## config.mk

```make
export PLATFORM = sky130hd
export DESIGN_NAME = pct_core
export DESIGN_NICKNAME = d
export VERILOG_FILES = /design/src/core/pct_pkg.sv /design/src/core/pct_core.sv
export SDC_FILE = /design/constraint.sdc
export NUM_CORES = 1
export LEC_CHECK = 0
export ABC_AREA = 1
export ABC_CLOCK_PERIOD_IN_PS = 5700
export BUFFER_PORTS_ARGS = -buffer_cell sky130_fd_sc_hd__clkbuf_2
export CAP_MARGIN = 20
export CORE_MARGIN = 5
export CORE_UTILIZATION = 35
export DETAILED_ROUTE_END_ITERATION = 10
export PLACE_DENSITY = 0.63
export SLEW_MARGIN = 0
export SYNTH_ARGS = -nofsm -noshare
export SYNTH_HDL_FRONTEND = slang
export SYNTH_SLANG_ARGS = --single-unit
export TNS_END_PERCENT = 5
```

## constraint.sdc

```tcl
create_clock -name clk_i -period 5.7 [get_ports clk_i]
set_input_delay 0.855 -clock clk_i [delete_from_list [all_inputs] [get_ports clk_i]]
set_output_delay 0.855 -clock clk_i [all_outputs]
set_load 0.005 [all_outputs]
```

## src/core/pct_pkg.sv

```systemverilog
// Constants, types and opcode timing table for the pipelined core sequencer
package pct_pkg;

  // Program counter value taken at reset
  localparam logic [15:0] RESET_PC         = 16'h0000;
  // Longest instruction, in clocks
  localparam logic [3:0]  MAX_CYCLES       = 4'h8;
  // Direct addresses at or above this point select the special space
  localparam logic [7:0]  SPECIAL_BASE     = 8'h80;
  localparam int          IRAM_BYTES       = 256;
  localparam int          SPECIAL_BYTES    = 128;
  // First extended address that is no longer on-chip RAM
  localparam logic [15:0] EXT_ONCHIP_TOP   = 16'h1000;

  // Opcodes that the sequencer treats specially
  localparam logic [7:0] OP_PTR_INC     = 8'hA3;
  localparam logic [7:0] OP_PTR_LOAD    = 8'h90;
  localparam logic [7:0] OP_CODE_PC_RD  = 8'h83;
  localparam logic [7:0] OP_CODE_PTR_RD = 8'h93;
  localparam logic [7:0] OP_PRODUCT     = 8'hA4;
  localparam logic [7:0] OP_DIV         = 8'h84;
  localparam logic [3:0] PRODUCT_CYCLES = 4'h4;
  localparam logic [3:0] DIV_CYCLES     = 4'h8;

  typedef enum logic [1:0] {
    PCT_ST_FETCH = 2'b00,
    PCT_ST_EXEC  = 2'b01,
    PCT_ST_HALT  = 2'b10
  } pct_state_e;

  typedef enum logic [1:0] {
    PCT_XT_NONE    = 2'b00,
    PCT_XT_ONCHIP  = 2'b01,
    PCT_XT_OFFCHIP = 2'b10,
    PCT_XT_FLASH   = 2'b11
  } pct_xtarget_e;

  typedef enum logic {
    PCT_SP_IRAM = 1'b0,
    PCT_SP_SPECIAL = 1'b1
  } pct_space_e;

  // Static timing of one opcode; cycles is the not-taken figure
  typedef struct packed {
    logic [1:0] nbytes;
    logic [3:0] cycles;
    logic       cond;
    logic       jump;
    logic       direct;
  } pct_dec_s;

  // One retired instruction
  typedef struct packed {
    logic [7:0] opcode;
    logic [7:0] op1;
    logic [7:0] op2;
    logic [1:0] nbytes;
    logic [3:0] ncycles;
    logic       taken;
    logic       has_direct;
    pct_space_e space;
  } pct_instr_s;

  // One external data move, as retired
  typedef struct packed {
    logic         valid;
    logic         write;
    pct_xtarget_e target;
    logic [15:0]  addr;
  } pct_xmove_s;

  function automatic pct_dec_s pct_mk(input logic [1:0] n,
                                      input logic [3:0] c,
                                      input logic [2:0] f);
    pct_dec_s d;
    d = '{nbytes: n, cycles: c, cond: f[2], jump: f[1], direct: f[0]};
    return d;
  endfunction : pct_mk

  // Bytes and clocks per opcode; f = {cond, jump, direct}
  function automatic pct_dec_s pct_decode(input logic [7:0] op);
    pct_dec_s   d;
    logic [3:0] hi;
    logic [3:0] lo;
    hi = op[7:4];
    lo = op[3:0];
    d  = pct_mk(2'd1, 4'd1, 3'b000);
    if (lo >= 4'h8) begin
      case (hi)
        4'h7:      d = pct_mk(2'd2, 4'd2, 3'b000);
        4'h8, 4'hA: d = pct_mk(2'd2, 4'd2, 3'b001);
        4'hB:      d = pct_mk(2'd3, 4'd3, 3'b100);
        4'hD:      d = pct_mk(2'd2, 4'd2, 3'b100);
        default:   d = pct_mk(2'd1, 4'd1, 3'b000);
      endcase
    end else if (lo >= 4'h6) begin
      case (hi)
        4'h7:      d = pct_mk(2'd2, 4'd2, 3'b000);
        4'h8, 4'hA: d = pct_mk(2'd2, 4'd2, 3'b001);
        4'hB:      d = pct_mk(2'd3, 4'd4, 3'b100);
        default:   d = pct_mk(2'd1, 4'd2, 3'b000);
      endcase
    end else begin
      case (lo)
        4'h5: begin
          case (hi)
            4'h7, 4'h8: d = pct_mk(2'd3, 4'd3, 3'b001);
            4'hB, 4'hD: d = pct_mk(2'd3, 4'd3, 3'b101);
            4'hA:       d = pct_mk(2'd1, 4'd1, 3'b000);
            default:    d = pct_mk(2'd2, 4'd2, 3'b001);
          endcase
        end
        4'h4: begin
          case (hi)
            4'h0, 4'h1, 4'hC, 4'hD, 4'hE, 4'hF:
                     d = pct_mk(2'd1, 4'd1, 3'b000);
            4'h8:    d = pct_mk(2'd1, DIV_CYCLES, 3'b000);
            4'hA:    d = pct_mk(2'd1, PRODUCT_CYCLES, 3'b000);
            4'hB:    d = pct_mk(2'd3, 4'd3, 3'b100);
            default: d = pct_mk(2'd2, 4'd2, 3'b000);
          endcase
        end
        4'h1:        d = pct_mk(2'd2, 4'd3, 3'b010);
        4'h0: begin
          case (hi)
            4'h0:             d = pct_mk(2'd1, 4'd1, 3'b000);
            4'h1, 4'h2, 4'h3: d = pct_mk(2'd3, 4'd3, 3'b101);
            4'h4, 4'h5, 4'h6, 4'h7:
                              d = pct_mk(2'd2, 4'd2, 3'b100);
            4'h8:             d = pct_mk(2'd2, 4'd3, 3'b010);
            4'h9:             d = pct_mk(2'd3, 4'd3, 3'b000);
            4'hC, 4'hD:       d = pct_mk(2'd2, 4'd2, 3'b001);
            4'hE, 4'hF:       d = pct_mk(2'd1, 4'd3, 3'b000);
            default:          d = pct_mk(2'd2, 4'd2, 3'b000);
          endcase
        end
        4'h2: begin
          case (hi)
            4'h0, 4'h1:       d = pct_mk(2'd3, 4'd4, 3'b010);
            4'h2, 4'h3:       d = pct_mk(2'd1, 4'd5, 3'b010);
            4'h4, 4'h5, 4'h6: d = pct_mk(2'd2, 4'd2, 3'b001);
            4'hE, 4'hF:       d = pct_mk(2'd1, 4'd3, 3'b000);
            default:          d = pct_mk(2'd2, 4'd2, 3'b000);
          endcase
        end
        default: begin
          case (hi)
            4'h4, 4'h5, 4'h6: d = pct_mk(2'd3, 4'd3, 3'b001);
            4'h7:             d = pct_mk(2'd1, 4'd3, 3'b010);
            4'h8, 4'h9, 4'hE, 4'hF:
                              d = pct_mk(2'd1, 4'd3, 3'b000);
            default:          d = pct_mk(2'd1, 4'd1, 3'b000);
          endcase
        end
      endcase
    end
    return d;
  endfunction : pct_decode

endpackage : pct_pkg

```

## src/core/pct_core.sv

```systemverilog
// Fetch and timing sequencer of the pipelined 8-bit core, with debug control
`timescale 1ns/1ps

module pct_core (
  input  wire logic               clk_i,
  input  wire logic               rst_b_i,
  input  wire logic [7:0]         code_data_i,
  input  wire logic [7:0]         acc_i,
  input  wire logic [7:0]         ri_addr_i,
  input  wire logic               branch_taken_i,
  input  wire logic [15:0]        branch_target_i,
  input  wire logic               flash_wr_en_i,
  input  wire logic               dbg_halt_i,
  input  wire logic               dbg_run_i,
  input  wire logic               dbg_step_i,
  input  wire logic               dbg_bkpt_en_i,
  input  wire logic [15:0]        dbg_bkpt_addr_i,
  input  wire logic               dbg_watch_en_i,
  input  wire logic [7:0]         dbg_watch_addr_i,
  output logic [15:0]             code_addr_o,
  output pct_pkg::pct_instr_s     instr_o,
  output logic                    instr_done_o,
  output logic [15:0]             data_pointer_reg_o,
  output pct_pkg::pct_xmove_s     xmove_o,
  output logic                    dbg_halted_o,
  output logic [15:0]             dbg_pc_o
);

  pct_pkg::pct_state_e state;
  pct_pkg::pct_state_e next_state;
  pct_pkg::pct_dec_s   dec;
  pct_pkg::pct_dec_s   cur_dec;
  logic [3:0]          cnt;
  logic [3:0]          cyc;
  logic [7:0]          opcode;
  logic [7:0]          op1;
  logic [7:0]          op2;
  logic [7:0]          cur_op;
  logic [7:0]          cur_op1;
  logic [7:0]          cur_op2;
  logic                taken;
  logic                step_once;
  logic                step_hold;
  logic                watch_pend;
  logic                bkpt_hit;
  logic                halt_now;
  logic                issue;
  logic                exec;
  logic                base_last;
  logic                last;
  logic                fetch_byte;
  logic                code_rd;
  logic                ext_move;
  logic [15:0]         code_rd_addr;
  logic [15:0]         xaddr;
  logic [15:0]         next_pc;
  logic [15:0]         next_fetch;

  // Cycle bookkeeping; decode straight from the bus on the opcode clock
  always_comb begin
    cur_dec    = (state == pct_pkg::PCT_ST_FETCH) ?
                 pct_pkg::pct_decode(code_data_i) : dec;
    cur_op     = (state == pct_pkg::PCT_ST_FETCH) ? code_data_i : opcode;
    cyc        = (state == pct_pkg::PCT_ST_FETCH) ? 4'h0 : cnt;
    cur_op1    = (cyc == 4'h1) ? code_data_i : op1;
    cur_op2    = (cyc == 4'h2) ? code_data_i : op2;
    bkpt_hit   = dbg_bkpt_en_i && (dbg_pc_o == dbg_bkpt_addr_i);
    halt_now   = (state == pct_pkg::PCT_ST_FETCH) && !step_once &&
                 (dbg_halt_i || bkpt_hit || watch_pend ||
                  step_hold);
    issue      = (state == pct_pkg::PCT_ST_FETCH) && !halt_now;
    exec       = issue || (state == pct_pkg::PCT_ST_EXEC);
    base_last  = exec && !taken &&
                 (cyc == cur_dec.cycles - 4'h1);
    // Taken branch buys exactly one extra clock
    last       = exec && (taken ||
                 (base_last && !(cur_dec.cond && branch_taken_i)));
    fetch_byte = exec && (cyc < {2'b00, cur_dec.nbytes});
    code_rd    = (cur_op == pct_pkg::OP_CODE_PC_RD) ||
                 (cur_op == pct_pkg::OP_CODE_PTR_RD);
    ext_move   = (cur_op[7:5] == 3'b111) && (cur_op[3:2] == 2'b00) &&
                 (cur_op[1:0] != 2'b01);
  end

  // Next fetch address; code byte reads borrow one fetch slot
  always_comb begin
    code_rd_addr = {8'h00, acc_i} +
                ((cur_op == pct_pkg::OP_CODE_PTR_RD) ? data_pointer_reg_o : dbg_pc_o);
    if (last && (cur_dec.jump || taken)) begin
      next_pc = branch_target_i;
    end else if (fetch_byte) begin
      next_pc = dbg_pc_o + 16'h0001;
    end else begin
      next_pc = dbg_pc_o;
    end
    if (exec && code_rd && (cyc == 4'h1)) begin
      next_fetch = code_rd_addr;
    end else begin
      next_fetch = next_pc;
    end
    xaddr = (cur_op[3:0] == 4'h0) ? data_pointer_reg_o : {8'h00, ri_addr_i};
  end

  // Sequencer; halts only on instruction boundaries
  always_comb begin
    case (state)
      pct_pkg::PCT_ST_FETCH: begin
        if (halt_now) begin
          next_state = pct_pkg::PCT_ST_HALT;
        end else if (last) begin
          next_state = pct_pkg::PCT_ST_FETCH;
        end else begin
          next_state = pct_pkg::PCT_ST_EXEC;
        end
      end
      pct_pkg::PCT_ST_EXEC: begin
        next_state = last ? pct_pkg::PCT_ST_FETCH : pct_pkg::PCT_ST_EXEC;
      end
      pct_pkg::PCT_ST_HALT: begin
        if (dbg_step_i || (dbg_run_i && !dbg_halt_i)) begin
          next_state = pct_pkg::PCT_ST_FETCH;
        end else begin
          next_state = pct_pkg::PCT_ST_HALT;
        end
      end
      default: next_state = pct_pkg::PCT_ST_FETCH;
    endcase
  end

  // State, counters and flush at reset
  always_ff @(posedge clk_i or negedge rst_b_i) begin
    if (!rst_b_i) begin
      state        <= pct_pkg::PCT_ST_FETCH;
      cnt          <= 4'h0;
      taken        <= 1'b0;
      dbg_halted_o <= 1'b0;
    end else begin
      state        <= next_state;
      dbg_halted_o <= (next_state == pct_pkg::PCT_ST_HALT);
      cnt          <= issue ? 4'h1 : cnt + 4'h1;
      if (last) begin
        taken <= 1'b0;
      end else if (base_last && cur_dec.cond && branch_taken_i) begin
        taken <= 1'b1;
      end
    end
  end

  // Program counter and fetch address
  always_ff @(posedge clk_i or negedge rst_b_i) begin
    if (!rst_b_i) begin
      dbg_pc_o    <= pct_pkg::RESET_PC;
      code_addr_o <= pct_pkg::RESET_PC;
    end else begin
      dbg_pc_o    <= next_pc;
      code_addr_o <= next_fetch;
    end
  end

  // Opcode and operand capture, cleared at each issue
  always_ff @(posedge clk_i or negedge rst_b_i) begin
    if (!rst_b_i) begin
      opcode <= 8'h00;
      dec    <= '0;
      op1    <= 8'h00;
      op2    <= 8'h00;
    end else if (issue) begin
      opcode <= code_data_i;
      dec    <= cur_dec;
      op1    <= 8'h00;
      op2    <= 8'h00;
    end else if (exec) begin
      if (fetch_byte && (cyc == 4'h1)) begin
        op1 <= code_data_i;
      end
      if (cyc == 4'h2 && (fetch_byte || code_rd)) begin
        op2 <= code_data_i;
      end
    end
  end

  // Data pointer; single-clock increment keeps the full 16-bit carry
  always_ff @(posedge clk_i or negedge rst_b_i) begin
    if (!rst_b_i) begin
      data_pointer_reg_o <= 16'h0000;
    end else if (issue && (code_data_i == pct_pkg::OP_PTR_INC)) begin
      data_pointer_reg_o <= data_pointer_reg_o + 16'h0001;
    end else if (last && (cur_op == pct_pkg::OP_PTR_LOAD)) begin
      data_pointer_reg_o <= {cur_op1, cur_op2};
    end
  end

  // Debug one-shot and watchpoint; a hit beats the clear at halt entry
  always_ff @(posedge clk_i or negedge rst_b_i) begin
    if (!rst_b_i) begin
      step_once  <= 1'b0;
      step_hold  <= 1'b0;
      watch_pend <= 1'b0;
    end else begin
      // A step leaves halt for one instruction only, then halts again
      if (state == pct_pkg::PCT_ST_HALT &&
          next_state == pct_pkg::PCT_ST_FETCH) begin
        step_hold <= dbg_step_i;
      end else if (halt_now) begin
        step_hold <= 1'b0;
      end
      if (state == pct_pkg::PCT_ST_HALT &&
          next_state == pct_pkg::PCT_ST_FETCH) begin
        step_once <= 1'b1;
      end else if (issue) begin
        step_once <= 1'b0;
      end
      watch_pend <= (last && dbg_watch_en_i && cur_dec.direct &&
                     cur_op1 == dbg_watch_addr_i) ||
                    (watch_pend && !halt_now);
    end
  end

  // Retirement record, external move target and space select
  always_ff @(posedge clk_i or negedge rst_b_i) begin
    if (!rst_b_i) begin
      instr_done_o <= 1'b0;
      instr_o      <= '0;
      xmove_o      <= '0;
    end else begin
      instr_done_o  <= last;
      xmove_o.valid <= last && ext_move;
      if (last) begin
        instr_o.opcode     <= cur_op;
        instr_o.op1        <= cur_op1;
        instr_o.op2        <= cur_op2;
        instr_o.nbytes     <= cur_dec.nbytes;
        instr_o.ncycles    <= cur_dec.cycles + {3'b000, taken};
        instr_o.taken      <= taken;
        instr_o.has_direct <= cur_dec.direct;
        instr_o.space      <= (cur_op1 >= pct_pkg::SPECIAL_BASE) ?
                              pct_pkg::PCT_SP_SPECIAL :
                              pct_pkg::PCT_SP_IRAM;
        xmove_o.write      <= cur_op[4];
        xmove_o.addr       <= xaddr;
        // Flash takes writes only; reads always land in data space
        if (cur_op[4] && flash_wr_en_i) begin
          xmove_o.target <= pct_pkg::PCT_XT_FLASH;
        end else if (xaddr < pct_pkg::EXT_ONCHIP_TOP) begin
          xmove_o.target <= pct_pkg::PCT_XT_ONCHIP;
        end else begin
          xmove_o.target <= pct_pkg::PCT_XT_OFFCHIP;
        end
      end
    end
  end

  // Checking helpers: clocks spent per instruction and its start address
  logic [3:0]  run_len;
  logic [15:0] start_pc;
  always_ff @(posedge clk_i or negedge rst_b_i) begin
    if (!rst_b_i) begin
      run_len  <= 4'h0;
      start_pc <= 16'h0000;
    end else begin
      run_len  <= instr_done_o ? {3'b000, exec} : run_len + {3'b000, exec};
      if (issue) begin
        start_pc <= dbg_pc_o;
      end
    end
  end
endmodule : pct_core

```

[Word-level counts from Yosys, hierarchy flattened]
Memories as Yosys holds them, arrays and structs flattened.
Index checks and enable logic that the tools add are counted.
Cells by class
  add/sub/neg operators: 6
  mux-type cells: 38
  reductions and logical operators: 61
  eq/ne operators: 23
  $lt $le $gt $ge: 5
Operator list (count)
  16-bit two-way mux: 7
  8-bit two-way mux: 9
  9-bit one-hot mux with 3 select lines: 2
  9-bit one-hot mux with 5 select lines: 1
  9-bit one-hot mux with 4 select lines: 1
  16-bit by 1-bit adder with 16-bit output (second input constant): 2
  8-bit == test (second input constant): 4
  1-bit logical AND: 29
  9-bit two-way mux: 3
  8-bit by 16-bit adder with 16-bit output: 1
  16-bit == test: 1
  4-bit == test (second input constant): 4
  16-bit by 13-bit less-than comparator with 1-bit output (second input constant): 1
  2-bit nonzero test: 7
  4-bit by 3-bit == test with 1-bit output (second input constant): 3
  1-bit logical OR: 10
  4-bit by 1-bit == test with 1-bit output (second input constant): 2
  4-bit by 2-bit == test with 1-bit output (second input constant): 2
  8-bit == test: 1
  8-bit >= comparator (second input constant): 1
  4-bit logical NOT: 2
  1-bit two-way mux: 8
  2-bit two-way mux: 4
  4-bit two-way mux: 2
  other kinds (16): 26
Word-level totals
  logic and storage cells: 168
  memories kept: 4
  ROM bits: 400
  output and inout port bits: 103
  flip-flop bits (word level): 146
Memory list
  (name not given): depth 16, width 7, rd ports 1, clocked after Yosys merged registers in 0, write ports 0, RTL line pct_pkg.sv:114  | case (hi)
  (name not given): depth 16, width 7, rd ports 1, clocked after Yosys merged registers in 0, write ports 0, RTL line pct_pkg.sv:125  | case (hi)
  (name not given): depth 16, width 7, rd ports 1, clocked after Yosys merged registers in 0, write ports 0, RTL line pct_pkg.sv:138  | case (hi)
  (name not given): depth 16, width 4, rd ports 1, clocked after Yosys merged registers in 0, write ports 0, RTL line pct_pkg.sv:147  | case (hi)

[Logic depth before layout (Yosys ltp)]
  word-level depth: 20
  gate-level depth with buffers: 27
  gate-level depth less buffers: 24

[Worst setup path before layout]
OpenSTA, ideal clock, no wires.
  kind: input -> register
  start: input code_data_i[6]
  end: register code_addr_o[12]
  library setup time: 0.118 ns
  arrival: 4.035 ns
  path buffers: 4
  stages: 26
  path slack: 1.547 ns
  cell sequence: inv_2 > buf_4 > nand2_1 > o21a_1 > nor3_1 > nand2_1 > inv_2 > nand2_2 > buf_2 > buf_1 > clkbuf_1 > o21ai_0 > ha_1 > fa_1 > nand3_1 > nand2_1 > a21oi_1 > o21bai_1 > nand2_1 > nand2_1 > a21oi_1 > nand2b_1 > nor3_1 > or2_2 > nand3_1 > nand2_1
On the way
  word-level cells in the longest chain between the ends: 16
  elaborated cells on any way between the ends: 42
  those cells by class: add/sub (2); order compare (1); eq/ne (8); mux (12); reduce/logical (15); memory (4)
Ends and longest elaborated chain
  start: declaration: RTL line pct_core.sv:7  | input wire logic [7:0] code_data_i,
  4-bit == test (tied with other cells): RTL line pct_pkg.sv:89, pct_pkg.sv:97, pct_pkg.sv:106
  2-bit OR reduction: RTL line pct_pkg.sv:106  | case (hi)
  9-bit one-hot mux with 3 select lines: RTL line pct_pkg.sv:106
  9-bit one-hot mux with 5 select lines: RTL line pct_pkg.sv:104  | case (lo)
  9-bit two-way mux: RTL line pct_pkg.sv:96  | end else if (lo >= 4'h6) begin
  9-bit two-way mux: RTL line pct_pkg.sv:88  | if (lo >= 4'h8) begin
  9-bit two-way mux: RTL line pct_core.sv:61  | cur_dec = (state == pct_pkg::PCT_ST_FETCH) ?
  4-bit by 1-bit subtractor with 4-bit output: RTL line pct_core.sv:74  | (cyc == cur_dec.cycles - 4'h1);
  4-bit == test: RTL line pct_core.sv:74
  1-bit logical AND: RTL line pct_core.sv:73  | base_last = exec && !taken &&
  1-bit logical AND: RTL line pct_core.sv:77  | (base_last && !(cur_dec.cond && branch_taken_i)));
  1-bit logical OR: RTL line pct_core.sv:76  | last = exec && (taken ||
  1-bit logical AND: RTL line pct_core.sv:76
  1-bit logical AND: RTL line pct_core.sv:89  | if (last && (cur_dec.jump || taken)) begin
  16-bit two-way mux: RTL line pct_core.sv:89
  16-bit two-way mux *: RTL line pct_core.sv:96  | if (exec && code_rd && (cyc == 4'h1)) begin
  named net next_fetch[12]: RTL line pct_core.sv:57  | logic [15:0] next_fetch;
  end signal: assignment: RTL line pct_core.sv:153  | code_addr_o <= pct_pkg::RESET_PC;
  end signal: assignment: RTL line pct_core.sv:156  | code_addr_o <= next_fetch;
  end: declaration: RTL line pct_core.sv:20  | output logic [15:0] code_addr_o,
The timed path passes the listed nets; every way through them passes the cells marked *.
A chain may end at the register's enable or synchronous reset.

[Worst setup path in the final report]
  start: register state[0]
  end: register code_addr_o[12]
On the way
  word-level cells in the longest chain between the ends: 14
  elaborated cells on any way between the ends: 34
  those cells by class: add/sub (2); order compare (1); eq/ne (5); mux (7); reduce/logical (19)
Ends and longest elaborated chain
  start: declaration: RTL line pct_core.sv:29  | pct_pkg::pct_state_e state;
  start signal: assignment: RTL line pct_core.sv:133  | state <= pct_pkg::PCT_ST_FETCH;
  start signal: assignment: RTL line pct_core.sv:138  | state <= next_state;
  parallel branches: the longest is 13 deep, another holds 8-bit by 16-bit adder with 16-bit output
  16-bit two-way mux *: RTL line pct_core.sv:96
  named net next_fetch[12]: RTL line pct_core.sv:57
Mark *: on every way through the listed nets, which the timed path passes.

==> results.py <==
metrics = {
    "clock_network": {
        "clockBufferDepth": 2,
        "cts_sinks": 145,
        "postCtsHoldBufs": 0,
        "post_cts_buffers": 0,
        "cts_tree": "done",
        "cts_resized": 0,
        "clk_pin_slew_ps": 60,
        "root_buffer": "clkbuf_16",
        "clk_latency_ps": 430,
        "numCtsBuffers": 17,
        "htree_num_levels": 4,
    },
    "power_and_ir_drop": {
        "swShare_pct": 48.73,
        "switching_power_uw": 3165,
        "leakagePower_uw": 0.005712,
        "power_frac_comb_pct": 53.7,
        "p_clk_share_pct": 17.2,
        "power_frac_seq_pct": 29.2,
        "peakVddDrop_mv": 0.2399,
        "pwr_density_cell_nw_per_um2": 598.9,
        "intPower_uw": 3330,
    },
    "global_route": {
        "grt_max_degree": 92,
        "antenna_found_initial": 0,
        "grt_pass1_vias": 8435,
        "gr-total-overflow": 0,
        "grt_usage_pct": 20.23,
        "grt_pass1_wl_mm": 46.41,
    },
    "logic_synthesis": {
        "ys_types": 50,
        "netlist_area_um2": 9184,
        "muxShareOfSynthArea_pct": 0.1090,
        "synthXorXnorAreaFrac_pct": 4.578,
        "ys.flop_type": "dfrtp_1",
        "yosysSeqAreaShare_pct": 39.51,
        "synth_nets": 1383,
        "ys_ff_latch": 145,
        "synth_top_family_by_area": "simple AND/OR/NAND/NOR gates",
        "syn_inst": 1287,
        "synthAdderAreaFrac_pct": 3.215,
        "synth_compound_area_share_pct": 10.75,
        "async_flop_share_pct": 100.0,
        "yosys.area_share.simple_pct": 33.12,
        "yosys_warnings": 0,
        "synth-edff-count": 0,
        "avgSynthCellArea_um2": 7.136,
    },
    "die": {
        "chipWidth_um": 172.0,
        "die_h_um": 172.0,
        "die_area_um2": 29580,
        "start_util_pct": 35.34,
        "rows": 59,
        "core_area_um2": 25980,
        "ios": 176,
    },
    "drt": {
        "routedWlPerCell_um": 16.79,
        "vias": 8917,
        "wl_mm": 30.01,
        "firstDrtPassIters": 7,
        "drtAntennaViolNets": 0,
        "drc": 0,
        "drt_first_iter_violations": 753,
        "via_per_inst": 4.990,
    },
    "sta": {
        "grt_setup_unrepaired": "no",
        "slew_violations": 0,
        "finalHoldViolCount": 0,
        "setup_violations": 0,
        "max_slew_margin_pct": 38.42,
        "finalCriticalPeriod_ps": 4346,
        "max_freq_mhz": 230.1,
        "tightestPinTransition_ps": 914.1,
        "tns_ps": 0,
        "fin_worst_skew_ps": 12.37,
        "finalCritPeriodShare_pct": 76.25,
    },
    "place": {
        "io_buffer_count": 175,
        "post-place-cells": 1755,
        "hpwl_mm": 22.91,
        "routabilityCongestion": 0.9309,
    },
    "finish": {
        "instances_no_fill": 1787,
        "layout-drive-gt1-share_pct": 18.18,
        "fin_util_pct": 41.73,
        "fill_cells": 2690,
        "layout.nets": 1535,
        "area_growth_pct": 18.08,
        "diodes": 0,
    },
    "critical_path": {
        "cp_cell_sequence": "nor2_4, nand2_1, o21ai_1, nand2_1, nor3_1, nand2_1, inv_2, nand2_2, nand2_1, o21ai_0, ha_1, fa_1, nand3_1, nand2_1, a21oi_1, o21bai_1, nand2_1, nand2_1, a21oi_1, nand2b_1, nor3_1, or2_2, nand3_1, nand2_1",
        "arrival_ps": 4660,
        "path_delay_family": "simple AND/OR/NAND/NOR gates",
        "worstPathBufferInverterCount": 1,
        "cp-end-kind": "flip-flop",
        "critPathSlowestCell": "nor2_4",
        "required_ps": 6010,
        "crit_top_cell": "nand2_1",
        "critical_path_class": "flip-flop to flip-flop",
        "crit_path_start_kind": "flip-flop",
        "max_stage_delay_ps": 460,
        "crit_fanout": 33,
    },
    "outcome": {
        "outcome": "completed",
    },
    "min_path": {
        "hold_path_class": "flip-flop to flip-flop",
    },
    "run": {
        "cap_violations": 0,
    },
}
area by class of cell:
cell class	instances	area [um2]	area share (%)
timing repair buffer	184	949.7	8.757
clock buffer	20	446.7	4.119
multi-input combinational	955	4755	43.84
inverter	136	513.0	4.731
tap	335	419.2	3.865
clock inverter	12	132.6	1.223
sequential	145	3628	33.46
path summary, 6_finish.rpt:
path / start / endpoint / slack, ps / cells past startpoint
max: state[0] / code_addr_o[12] / 1350 / 24
min: dec[7] / dec[7] / 480 / 2
max reg2reg: state[0] / code_addr_o[12] / 1350 / 24
min reg2reg: dec[7] / dec[7] / 480 / 2
max in group asynchronous: rst_b_i / instr_o[0] / 3910 / 2
min in group asynchronous: rst_b_i / code_addr_o[4] / 490 / 1
cell usage in the layout, fill, tap and decap left out, drive strengths merged, types with 16 or more instances in the layout:
master and instances:
nand3 84, nor3 21, and2 16, inv 139
xor2 33, nor2 84, o21ai 137, clkbuf 194
dfrtp 145, ha 22, a21oi 19, nand4 26
nand2 454
synth_stat cells, drive strengths merged, types with 2 or more instances:
cell | count | area [um2]
a21oi | 19 | 98.85
a221oi | 2 | 17.52
a22oi | 2 | 15.01
and2 | 16 | 100.1
buf | 28 | 197.7
clkbuf | 23 | 90.08
dfrtp | 145 | 3628
ha | 22 | 275.3
inv | 136 | 513.0
nand2 | 454 | 1764
nand3 | 84 | 437.9
nand3b | 6 | 45.04
nand4 | 26 | 162.7
nor2 | 84 | 347.8
nor3 | 21 | 121.4
nor4 | 4 | 25.02
o2111ai | 2 | 17.52
o211ai | 12 | 90.09
o21a | 2 | 15.01
o21ai | 137 | 689.4
or2 | 5 | 31.28
xnor2 | 15 | 131.4
xor2 | 33 | 289.0
through the flow:
stage	worst slack [ps]	hold WS, ps	instance area (um2)	total power, uW
after floorplan	1547	443.9	9184	4217
after global placement	1189	458.3	10260	5343
after detailed placement	1150	460.7	10260	5395
after CTS	1364	477.9	10840	6531
after global routing	872.0	500.3	10840	7087
final	1354	475.7	10840	6495
metal layers:
| layer | wire length (um) | part of all wire (%) | GRT usage, % | vias to the layer above |
|---|---|---|---|---|
| li1 | - | - | - | 4425 |
| met1 | 13080 | 44 | 27.60 | 4127 |
| met3 | 2126 | 7.1 | 3.864 | 41 |
| met5 | 0 | 0 | 0 | - |
| met2 | 14080 | 47 | 32.80 | 324 |
| met4 | 714 | 2.4 | 6.049 | 0 |
power groups by stage:
stage | Sequential (uW) | Combinational (uW) | Clock (uW)
floorplan | 1770 | 2450 | 0
global placement | 1900 | 3440 | 0
detailed placement | 1900 | 3500 | 0
CTS | 1890 | 3510 | 1130
global route | 1950 | 3960 | 1180
finish | 1890 | 3480 | 1120
flip-flops by register name (all words and copies together) (netlist names), 2 cells and up:
| register | cells |
|---|---|
| instr_o | 33 |
| state | 2 |
| dbg_pc_o | 16 |
| cnt | 4 |
| xmove_o | 19 |
| opcode | 8 |
| op1 | 8 |
| op2 | 8 |
| data_pointer_reg_o | 16 |
| dec | 9 |
| code_addr_o | 16 |
tightest hold or removal path, cell delays in order, from the launching register on:
cell,delay [ps]
dfrtp_1,340
nand2_1,50
nand2_1,50
kinds of logic (layout without fill, tap and decap cells):
| kind of cell | after synthesis | in the layout |
|---|---|---|
| DFF | 145 | 145 |
| xor gates and xnor gates | 48 | 48 |
| buffers and inverters | 187 | 352 |
| muxes | 1 | 1 |
| adders and majority gates | 23 | 23 |
| and+or+nand+nor | 701 | 701 |
| AOI/OAI and AO/OA | 182 | 182 |
Note: power is estimated with default switching activity, not from simulation.
